===== config.mk =====
export PLATFORM = sky130hd
export DESIGN_NAME = host_dma_port
export DESIGN_NICKNAME = d
export VERILOG_FILES = /design/src/verilog/host_dma_port.v /design/src/verilog/host_boot_hold.v
export VERILOG_INCLUDE_DIRS = /design/src /design/src/common
export SDC_FILE = /design/constraint.sdc
export NUM_CORES = 1
export LEC_CHECK = 0
export BUFFER_PORTS_ARGS = -buffer_cell sky130_fd_sc_hd__buf_2
export CORE_MARGIN = 2
export CORE_UTILIZATION = 30
export CTS_CLUSTER_DIAMETER = 40
export DETAILED_ROUTE_END_ITERATION = 16
export REMOVE_ABC_BUFFERS = 1
export SYNTH_ARGS = -nofsm -noshare
export SYNTH_HDL_FRONTEND = slang
export SYNTH_SLANG_ARGS = --single-unit

===== constraint.sdc =====
create_clock -name clk -period 3 [get_ports clk]
set_input_delay 0.15 -clock clk [delete_from_list [all_inputs] [get_ports clk]]
set_output_delay 0.15 -clock clk [all_outputs]
set_load 0.005 [all_outputs]

===== src/common/host_port_map.vh =====
// Constants for the host memory access port: register offsets, fields, modes.
// Assumes a 14-bit data memory address space seen by the core.
`ifndef HOST_PORT_MAP_VH
`define HOST_PORT_MAP_VH

// ****************************************
// Register offsets in data memory
// ****************************************
`define HP_ADDR_CTRL_OFS     14'h3fe0
`define HP_TIMING_OFS        14'h3fe7
`define HP_CTRL_REGION_BASE  14'h3fe0

// ****************************************
// Field positions
// ****************************************
`define HP_OVL_SEL_BIT       15
`define HP_PM_SEL_BIT        14
`define HP_SHORT_READ_BIT    14
`define HP_ADDR_MSB          13
`define HP_OVL_MSB           7

// ****************************************
// Reset values and modes
// ****************************************
`define HP_ADDR_RESET        14'h0000
`define HP_OVL_RESET         8'h00
`define HP_SHORT_READ_RESET  1'b0
`define HP_BOOT_MODE_HOST    3'b101
`define HP_READ_HOLD_CYCLES  2'h1

`endif


===== src/verilog/host_dma_port.v =====
// Host port giving an outside processor access to on-chip program and data memory.
// Assumes host pins are synchronous to clk and memories answer one cycle after a strobe.
//
// Summary of operation
// - Host reads and writes memory, one stolen core cycle per word.
// - Host writes never reach the memory-mapped control register area.
// - Latched word with bit 15 set loads overlay from bits 7:0.
// - Bit 15 clear: bits 13:0 start address, bit 14 selects program memory.
// - One 16-bit shared address/data bus; program words travel as two halves.
// - Host pins sampled directly on clk; host writes accepted while core runs.
// - Address increments after each completed word transfer.
// - Address latched on strobe falling edge or select rising edge.
// - One cycle synchronising the request, one cycle for memory access.
// - Core software writes address and format at the control register.
// - Host cannot read back the latched address.
// - Control bit selects one of two short-read timing variants.
// - Mode C=1, B=0, A=1 at reset selects boot through this port.
// - In host boot mode, core held until program memory location zero is written.
// - Port address register separate from byte-memory DMA registers.
`timescale 1ns/1ns
`include "host_port_map.vh"

module host_dma_port
(
  // Clock and reset
  input  wire        clk,
  input  wire        rstn,
  // Host pins
  input  wire        portSelectN,
  input  wire        addrLatchStrobe,
  input  wire        hostReadN,
  input  wire        hostWriteN,
  input  wire [15:0] busIn,
  output reg  [15:0] busOut,
  output wire        busOe,
  output wire        hostAck,
  // Core data memory register access
  input  wire        regWrite,
  input  wire [13:0] regAddr,
  input  wire [15:0] regWdata,
  output reg  [15:0] regRdata,
  // Internal memory access
  output reg         memStrobe,
  output reg         memWe,
  output reg         memIsPm,
  output reg  [13:0] memAddr,
  output reg  [23:0] memWdata,
  input  wire [23:0] memRdata,
  // Overlay and boot
  output wire [7:0]  overlaySel,
  input  wire [2:0]  bootMode,
  output wire        coreHold
);

  localparam [1:0] ST_IDLE   = 2'h0;
  localparam [1:0] ST_SYNC   = 2'h1;
  localparam [1:0] ST_ACCESS = 2'h2;
  localparam [1:0] ST_FINISH = 2'h3;

  reg [1:0]  state_q;
  reg [1:0]  state_d;
  reg [13:0] addr_q;
  reg        isPm_q;
  reg [7:0]  overlay_q;
  reg        shortRead_q;
  reg        lowHalf_q;
  reg        isRead_q;
  reg [15:0] wrHold_q;
  reg [7:0]  rdLow_q;
  reg        selPrev_q;
  reg        alsPrev_q;
  reg        oeHold_q;
  reg        pmDone_q;
  reg [13:0] pmDoneAddr_q;

  wire request;
  wire latchEv;
  wire rdActive;
  wire wordEnd;
  wire needAccess;

  // Clears the control-region check when the target is program memory.
  function ctrlRegion;
    input        pm;
    input [13:0] a;
    begin
      ctrlRegion = !pm && (a >= `HP_CTRL_REGION_BASE);
    end
  endfunction

  // ****************************************
  // Host strobe decode
  // ****************************************
  // select plus strobe
  assign request  = !portSelectN && (!hostReadN || !hostWriteN);
  assign latchEv  = (alsPrev_q && !addrLatchStrobe && !portSelectN)
                  || (!selPrev_q && portSelectN && addrLatchStrobe);
  assign hostAck  = (state_q == ST_IDLE) || (state_q == ST_FINISH);
  // program words end on the low half
  assign wordEnd  = !isPm_q || lowHalf_q;
  // Reads touch memory on the first half; writes on the last.
  assign needAccess = isRead_q ? (!isPm_q || !lowHalf_q) : wordEnd;

  assign rdActive = (state_q == ST_FINISH) && isRead_q && !portSelectN && !hostReadN;
  assign busOe    = rdActive || (!shortRead_q && oeHold_q);
  assign overlaySel = overlay_q;

  // ****************************************
  // Transfer sequencer
  // ****************************************
  always @*
  begin
    state_d = state_q;
    case (state_q)
      ST_IDLE:
        if (request && !latchEv)
          state_d = ST_SYNC;
      ST_SYNC:
        state_d = ST_ACCESS;
      ST_ACCESS:
        state_d = ST_FINISH;
      ST_FINISH:
        if (hostReadN && hostWriteN)
          state_d = ST_IDLE;
      default:
        state_d = ST_IDLE;
    endcase
  end

  always @(posedge clk or negedge rstn)
  begin
    if (!rstn)
    begin
      state_q      <= ST_IDLE;
      addr_q       <= `HP_ADDR_RESET;
      isPm_q       <= 1'b0;
      overlay_q    <= `HP_OVL_RESET;
      shortRead_q  <= `HP_SHORT_READ_RESET;
      lowHalf_q    <= 1'b0;
      isRead_q     <= 1'b0;
      wrHold_q     <= 16'h0000;
      rdLow_q      <= 8'h00;
      selPrev_q    <= 1'b1;
      alsPrev_q    <= 1'b0;
      oeHold_q     <= 1'b0;
      busOut       <= 16'h0000;
      memStrobe    <= 1'b0;
      memWe        <= 1'b0;
      memIsPm      <= 1'b0;
      memAddr      <= 14'h0000;
      memWdata     <= 24'h000000;
      pmDone_q     <= 1'b0;
      pmDoneAddr_q <= 14'h0000;
    end
    else
    begin
      state_q   <= state_d;
      selPrev_q <= portSelectN;
      alsPrev_q <= addrLatchStrobe;
      memStrobe <= 1'b0;
      pmDone_q  <= 1'b0;
      oeHold_q  <= rdActive;
      if (latchEv && hostAck)
      begin
        if (busIn[`HP_OVL_SEL_BIT])
          overlay_q <= busIn[`HP_OVL_MSB:0];
        else
        begin
          addr_q    <= busIn[`HP_ADDR_MSB:0];
          isPm_q    <= busIn[`HP_PM_SEL_BIT];
          lowHalf_q <= 1'b0;
        end
      end
      else if (regWrite && (regAddr == `HP_ADDR_CTRL_OFS) && (state_q == ST_IDLE))
      begin
        if (regWdata[`HP_OVL_SEL_BIT])
          overlay_q <= regWdata[`HP_OVL_MSB:0];
        else
        begin
          addr_q    <= regWdata[`HP_ADDR_MSB:0];
          isPm_q    <= regWdata[`HP_PM_SEL_BIT];
          lowHalf_q <= 1'b0;
        end
      end
      if (regWrite && (regAddr == `HP_TIMING_OFS))
        shortRead_q <= regWdata[`HP_SHORT_READ_BIT];

      if (state_q == ST_SYNC)
      begin
        isRead_q <= !hostReadN;
        if (!isPm_q)
          memWdata <= {8'h00, busIn};
        else if (lowHalf_q)
          memWdata <= {wrHold_q, busIn[7:0]};
        else
          wrHold_q <= busIn;
      end

      if (state_q == ST_ACCESS && needAccess)
      begin
        memStrobe <= 1'b1;
        memAddr   <= addr_q;
        memIsPm   <= isPm_q;
        memWe     <= !isRead_q && !ctrlRegion(isPm_q, addr_q);
      end

      if (state_q == ST_ACCESS && !isRead_q && wordEnd && isPm_q)
      begin
        pmDone_q     <= 1'b1;
        pmDoneAddr_q <= addr_q;
      end

      if (state_q == ST_FINISH && state_d == ST_IDLE)
      begin
        if (wordEnd)
          addr_q <= addr_q + 14'h0001;
        lowHalf_q <= isPm_q && !lowHalf_q;
      end

      if (state_q == ST_ACCESS && isRead_q)
      begin
        if (isPm_q && lowHalf_q)
          busOut <= {8'h00, rdLow_q};
      end
      if (memStrobe && !memWe && isRead_q)
      begin
        rdLow_q <= memRdata[7:0];
        busOut  <= memIsPm ? memRdata[23:8] : memRdata[15:0];
      end
    end
  end

  // ****************************************
  // Core register read
  // ****************************************
  always @*
  begin
    case (regAddr)
      `HP_ADDR_CTRL_OFS: regRdata = {1'b0, isPm_q, addr_q};
      `HP_TIMING_OFS:    regRdata = {1'b0, shortRead_q, 14'h0000};
      default:           regRdata = 16'h0000;
    endcase
  end

  // ****************************************
  // Boot hold
  // ****************************************
  // hold until location zero
  host_boot_hold bootHold
  (
    .clk         (clk),
    .rstn        (rstn),
    .bootMode    (bootMode),
    .pmWriteDone (pmDone_q),
    .pmWriteAddr (pmDoneAddr_q),
    .coreHold    (coreHold)
  );

endmodule // host_dma_port


===== src/verilog/host_boot_hold.v =====
// Holds core execution while code is loaded through the host port.
// Assumes mode inputs are stable around reset release and synchronous to clk.
`timescale 1ns/1ns
`include "host_port_map.vh"

module host_boot_hold
(
  // Clock and reset
  input  wire        clk,
  input  wire        rstn,
  // Mode configuration inputs (C, B, A)
  input  wire [2:0]  bootMode,
  // Completed program memory write from the port
  input  wire        pmWriteDone,
  input  wire [13:0] pmWriteAddr,
  // Core hold
  output wire        coreHold
);

  reg captured_q;
  reg hostBoot_q;
  reg released_q;

  // ****************************************
  // Mode capture and release
  // ****************************************
  always @(posedge clk or negedge rstn)
  begin
    if (!rstn)
    begin
      captured_q <= 1'b0;
      hostBoot_q <= 1'b0;
      released_q <= 1'b0;
    end
    else
    begin
      if (!captured_q)
      begin
        captured_q <= 1'b1;
        hostBoot_q <= (bootMode == `HP_BOOT_MODE_HOST);
      end
      if (pmWriteDone && (pmWriteAddr == 14'h0000))
        released_q <= 1'b1;
    end
  end

  // Held from reset until the mode is known, then only in host boot.
  assign coreHold = !captured_q || (hostBoot_q && !released_q);

endmodule // host_boot_hold


==> metrics.yaml, run 1 <==
outcome: "finished, final reports clean"
detail-route-antenna-nets: 0
ys_seq_elements: 130
num_io_pins: 164
cts_made_buffers: 17
start_util: 0.305
min-delay-start: "memRdata[23]"
tns_ns: 0
final_cell_mix: "buf_2, dfrtp_1, nand2_1, o21ai_0, mux2_2"
rows: 52
design_area_mm2: 0.00803
slowest_stage: "or2_1"
netlist_instances: 611
grt_pass1_vias: 4960
worst_ep_arrival_time_ns: 2.87
critPathLaunchType: "flop"
yosysUniqueCellTypes: 55
cts.repair.resized: 0
intPower_w: 0.00510
hold_ws_ns: 0.0204
placedInstanceArea_mm2: 0.00725
die_h_um: 147
p_seq_frac: 0.392
finalCriticalPeriod_ns: 2.57
synth-main-ff-cell: "dfrtp_1"
switching_share: 0.345
p_comb_frac: 0.336
cts_max_level: 4
layout_commonest_cell: "buf_2"
synthArstFlopShare: 1.00
clkTransAtPathRegs_ns: 0.06
synthesis.area_mm2: 0.00612
grt_pass1_wl_um: 26800
rr_startpoint: "state_q[0]"
drive_gt1_frac: 0.317
grt.busiest_layer: "met2"
rsz0062_at_grt: "no"
stdcell_count: 1073
slew_headroom: 0.355
fin_nets: 875
synth_top_area_share: 0.527
timing.final.crit_share: 0.857
drc: 0
worst_path_largest_cell_delay_ns: 0.61
irDropWorstVdd_v: 0.000436
cap_violations: 0
slew_violations: 0
max_freq_mhz: 389
endpoint_kind: "flop"
core_mm2: 0.0201
tightestPinTransition_ns: 0.968
synth-edff-count: 0
crit_chain: "inv_1, ha_1, inv_1, a31oi_1, a211o_1, or2_1, o21ai_1, a221o_1"
num_vias: 5072
fp.dieArea_mm2: 0.0216
clock_power_share: 0.271
place_hpwl_um: 12300
setup_viol: 0
fp.dieW_um: 147
critical_path_class: "flop to flop"
crit_start: "state_q[0]"
cts_buffer_depth: 2
ys_warn_count: 0
clkLatencyLatePin_ns: 0.42
wl_um: 17000
port_buffers: 162
dr.pass1.iters: 4
grt_start_max_net_pins: 60
dp.cells: 1023
fin_skew_ns: 0.0138
grt_use_met2: 0.255
cts.sinks: 130
final_hold_viol_count: 0
worstPathRequired_ns: 3.30
cp_max_fo: 24
switching_power_w: 0.00269
yosysSeqAreaShare: 0.531
grt_util_all_layers: 0.161
gr-total-overflow: 0
power.leakage_nw: 3.89
avgSynthCellArea_um2: 10.0
clockRootBuffer: "clkbuf_16"
powerDensity_mw_per_mm2: 970
gp_congestion: 0.841
wl_per_cell_um: 15.8
gr-usage-met3: 0.0432
drt_iter0_markers: 232
synthTopCellsByArea: "dfrtp_1, mux2_2, nand2_1"
cp_common_cell: "inv_1"
met1_usage: 0.216
cts_tree: "built"
viasPerCell: 4.73
synth_top_cell_by_area: "dfrtp_1"
syn_to_final_growth_pct: 31.1
antenna_found_initial: 1
hold_class: "input port to flop"
[final timing paths]
path	end	slack [ns]	cells past startpoint
min in group asynchronous	wrHold_q[12]	0.28	2
setup reg to reg	addr_q[3]	0.43	8
setup / recovery	addr_q[3]	0.43	8
max in group asynchronous	lowHalf_q	1.93	3
hold / removal	busOut[15]	0.02	3
hold reg to reg	memAddr[6]	0.47	2
[sequential cells by signal (all words and copies together) (netlist names)]
name and count:
oeHold_q 1, alsPrev_q 1, selPrev_q 1, memIsPm 1
state_q 2, pmDoneAddr_q 14, lowHalf_q 1, bootHold.released_q 1
isPm_q 1, bootHold.captured_q 1, wrHold_q 16, memStrobe 1
pmDone_q 1, busOut 16, bootHold.hostBoot_q 1, memWdata 24
isRead_q 1, memAddr 14, overlaySel 8, memWe 1
shortRead_q 1, addr_q 14, rdLow_q 8
[metal layers]
layer | vias to the layer above | wire length (um)
li1 | 2488 | -
met1 | 2441 | 7890
met2 | 130 | 7940
met3 | 13 | 900
met4 | 0 | 255
met5 | - | 0
[kinds of logic after synthesis]
| kind of cell | after synthesis | share of synthesized area |
|---|---|---|
| AOI/OAI and AO/OA | 134 | 0.134 |
| xor gates and xnor gates | 1 | 0.00143 |
| adders and majority gates | 6 | 0.0123 |
| buffers and inverters | 64 | 0.0415 |
| DFF | 130 | 0.531 |
| muxes | 71 | 0.124 |
| other | 2 | 0.00123 |
| and+or+nand+nor | 203 | 0.154 |
[critical path, delay by kind of cell (launching register included)]
kind	cells	cell delay [ns]
and+or+nand+nor	1	0.61
buffers and inverters	2	0.19
adders and majority gates	1	0.36
DFF	1	0.41
AOI/OAI and AO/OA	4	0.88
[layout make-up]
class,count,area (um2)
clock inverter,12,156
timing repair buffer,196,1110
clock buffer,19,443
sequential,130,3250
multi-input combinational,417,2620
tap,270,338
inverter,27,101
fill,2022,12100
antenna,2,5.00
[repair_timing]
item | in CTS | in global routing
hold buffers | 17 | 0
setup buffers | 0 | 0
hold endpoints to repair | 72 | 0
[cells in the mapped netlist (4+ instances only)]
master	n
nor2_1	29
a221oi_1	5
dfrtp_1	129
nand3b_1	4
o22ai_1	6
a221o_1	4
inv_1	26
nor4_1	6
and2_1	9
clkbuf_1	30
nand2_1	107
a211o_1	4
nand3_1	17
ha_1	6
o21ai_1	21
o21ai_0	55
a21oi_1	11
a22oi_1	7
mux2i_1	34
and3_1	9
mux2_2	37
[metrics by stage]
stage / total power [W] / utilization / setup WS [ns]
floorplan: 0.00458 / - / 0.330
global placement: 0.00566 / 0.361 / 0.492
detailed placement: 0.00573 / 0.361 / 0.446
CTS: 0.00789 / 0.399 / 0.440
global route: 0.00836 / 0.399 / 0.222
finish: 0.00778 / 0.399 / 0.429
[power by group through the flow]
stage	Sequential [W]	Combinational [W]	Clock (W)
after global placement	0.00307	0.00259	0
after detailed placement	0.00309	0.00264	0
after CTS	0.00307	0.00266	0.00216
after floorplan	0.00304	0.00154	0
final	0.00305	0.00262	0.00211
after global routing	0.00318	0.00296	0.00223
No activity file was read; power rests on OpenSTA's default activity.
==> run 2: changes to the inputs <==
Settings changed: CORE_ASPECT_RATIO from default to 1.75, RECOVER_POWER from default to 50.
==> run 2 against run 1 <==
The flow now finishes with violations (capacitance limit, slew limit). Count of clock-buffer cells in the layout grew 1. Clock skew shrank 0.0056 ns. Critical path type unchanged. Non-clock buffer count shrank 5. Sequential power is essentially flat. Power grew 2.9%. Routed wire length grew 5.0%. First-iteration DRC count grew 10%. Maximum frequency shrank 8.5%. Combinational power is essentially flat. Setup slack lost 0.24 ns. Cell area shrank 0.59%.
==> metrics.yaml, run 2 (synthesis results as in run 1) <==
cts_made_buffers: 17  # unchanged
wl_um: 17800  # was 17000 um
cts_tree: "built"  # unchanged
critPathLaunchType: "flop"  # unchanged
violations: "capacitance limit, slew limit"
slew_violations: 77  # was 0
r2r_end: "addr_q[4]"  # was addr_q[3]
worst_path_largest_cell_delay_ns: 0.71  # was 0.61 ns
crit_cells: 7  # was 8
worst_ep_arrival_time_ns: 3.11  # was 2.87 ns
clkTransAtPathRegs_ns: 0.06  # about the same
port_buffers: 162  # unchanged
cts.sinks: 130  # unchanged
start_util: 0.303  # was 0.305
grt_start_max_net_pins: 78  # was 60
detail-route-antenna-nets: 0  # unchanged
slowest_stage: "o211ai_1"  # was or2_1
irDropWorstVdd_v: 0.000440  # was 0.000436 V
reg_top3: "memWdata x24, busOut x16, wrHold_q x16"  # unchanged
dp_slack_ns: 0.279  # was 0.446 ns
fin_skew_ns: 0.00819  # was 0.0138 ns
rr_startpoint: "state_q[0]"  # unchanged
cts_buffer_depth: 2  # unchanged
drive_gt1_frac: 0.262  # was 0.317
crit_buf_inv: 1  # was 2
power.leakage_nw: 3.77  # was 3.89 nW
slew_headroom: -0.340  # was 0.355
wl_per_cell_um: 17.0  # was 15.8 um
rsz0062_at_grt: "no"  # unchanged
clock_power_share: 0.292  # was 0.271
rows: 69  # was 52
hold_class: "input port to flop"  # unchanged
p_comb_frac: 0.323  # was 0.336
place_hpwl_um: 13100  # was 12300 um
tns_ns: 0  # unchanged
critPathCapture: "addr_q[4]"  # was addr_q[3]
cap_violations: 1  # was 0
worstPathRequired_ns: 3.30  # about the same
p_seq_frac: 0.384  # was 0.392
finalCriticalPeriod_ns: 2.81  # was 2.57 ns
gr-total-overflow: 0  # unchanged
grt_pass1_vias: 5087  # was 4960
fin_nets: 870  # was 875
fp.dieArea_mm2: 0.0216  # about the same
cts_max_level: 4  # unchanged
switching_share: 0.345  # about the same
final_cell_mix: "dfrtp_1, buf_2, nand2_1, o21ai_0, clkbuf_1"  # was buf_2, dfrtp_1, nand2_1, o21ai_0, mux2_2
num_io_pins: 164  # unchanged
powerDensity_mw_per_mm2: 1000  # was 970 mW/mm2
drc: 0  # unchanged
gp_congestion: 0.816  # was 0.841
crit_chain: "inv_1, ha_1, o21ai_0, a211o_1, o211ai_1, o21ai_1, a221o_1"  # was inv_1, ha_1, inv_1, a31oi_1, a211o_1, or2_1, o21ai_1, a221o_1
die_h_um: 193  # was 147 um
largest_register_ffs: 24  # unchanged
syn_to_final_growth_pct: 30.3  # was 31.1%
core_mm2: 0.0202  # was 0.0201 mm2
switching_power_w: 0.00276  # was 0.00269 W
layout_setup_ws_ns: 0.190  # was 0.429 ns
grt_util_all_layers: 0.166  # was 0.161
clkLatencyLatePin_ns: 0.42  # about the same
critical_path_class: "flop to flop"  # unchanged
dr.pass1.iters: 4  # unchanged
cp_top_family: "compound AO/OA/AOI/OAI gates"  # unchanged
grt_pass1_wl_um: 27800  # was 26800 um
cp_max_fo: 12  # was 24
setup_viol: 0  # unchanged
intPower_w: 0.00525  # was 0.00510 W
endpoint_kind: "flop"  # unchanged
viasPerCell: 4.92  # was 4.73
reg2reg_setup_slack_ns: 0.19  # was 0.43 ns
cts.repair.resized: 0  # unchanged
tightestPinTransition_ns: 2.01  # was 0.968 ns
antenna_found_initial: 1  # unchanged
outcome: "finished with violations"  # was finished, final reports clean
clockRootBuffer: "clkbuf_16"  # unchanged
crit_start: "state_q[0]"  # unchanged
nFillCells: 2064  # was 2022
timing.final.crit_share: 0.937  # was 0.857
num_vias: 5143  # was 5072
drt_iter0_markers: 256  # was 232
max_freq_mhz: 356  # was 389 MHz
top_register: "memWdata"  # unchanged
final_hold_viol_count: 0  # unchanged
fp.dieW_um: 112  # was 147 um
postLayoutCoreUtil: 0.395  # was 0.399
r2r_cells: 7  # was 8
layout_commonest_cell: "dfrtp_1"  # was buf_2
## run 2: worst reg2reg max path: cells and delay by family (launching register included)
kind                     cells  cell delay, ns
AO/OA/AOI/OAI                5            1.76
flip-flops                   1            0.43
adder cells (fa/ha/maj)      1            0.37
buffers and inverters        1            0.13
## run 2: per-layer routing
metal | vias up | wire length, um | global-route usage | share of wire
met5 | - | 0 | 0 | 0
met4 | 0 | 494 | 0.0746 | 0.028
met3 | 27 | 814 | 0.0316 | 0.046
met2 | 126 | 9500 | 0.294 | 0.53
met1 | 2512 | 7020 | 0.195 | 0.39
li1 | 2478 | - | - | -
## run 2: per-stage QoR
step / instance area [um2] / cells / total power [W] / hold slack, ns
2_1_floorplan: 5970 / 574 / 0.00458 / -0.146
3_3_place_gp: 7220 / 998 / 0.00571 / 0.238
3_5_place_dp: 7220 / 998 / 0.00579 / 0.240
4_1_cts: 8040 / 1045 / 0.00818 / 0.00436
5_1_grt: 7980 / 1045 / 0.00857 / 0.0148
6_report: 7980 / 1046 / 0.00801 / 0.0180
## run 2: cell type report
cell class                      count  area (um2)  area share
Timing Repair Buffer              191        1020       0.128
Clock buffer                       20         467      0.0585
Antenna cell                        1        2.50    0.000314
Multi-Input combinational cell    417        2620       0.328
Tap cell                          248         310      0.0389
Inverter                           27         101      0.0127
Clock inverter                     12         203      0.0254
Sequential cell                   130        3250       0.408
## run 2: worst min path at each step
stage                   endpoint  startpoint  depth (start not counted)
floorplan              addr_q[0]        rstn                          0
global placement      memAddr[4]        rstn                          1
detailed placement    memAddr[7]        rstn                          1
CTS                 wrHold_q[14]   busIn[14]                          2
global route        wrHold_q[11]   busIn[11]                          2
finish               wrHold_q[9]    busIn[9]                          2
## run 2: repair_timing
action | in CTS | in global routing
setup buffers | 0 | 0
hold buffers | 15 | 0
hold endpoints to repair | 90 | 0
## run 2: power by group through the flow
stage / clock network (W) / logic (W) / registers [W]
2_1_floorplan: 0 / 0.00154 / 0.00304
3_3_place_gp: 0 / 0.00263 / 0.00308
3_5_place_dp: 0 / 0.00269 / 0.00310
4_1_cts: 0.00239 / 0.00271 / 0.00308
5_1_grt: 0.00246 / 0.00293 / 0.00318
6_report: 0.00234 / 0.00259 / 0.00308
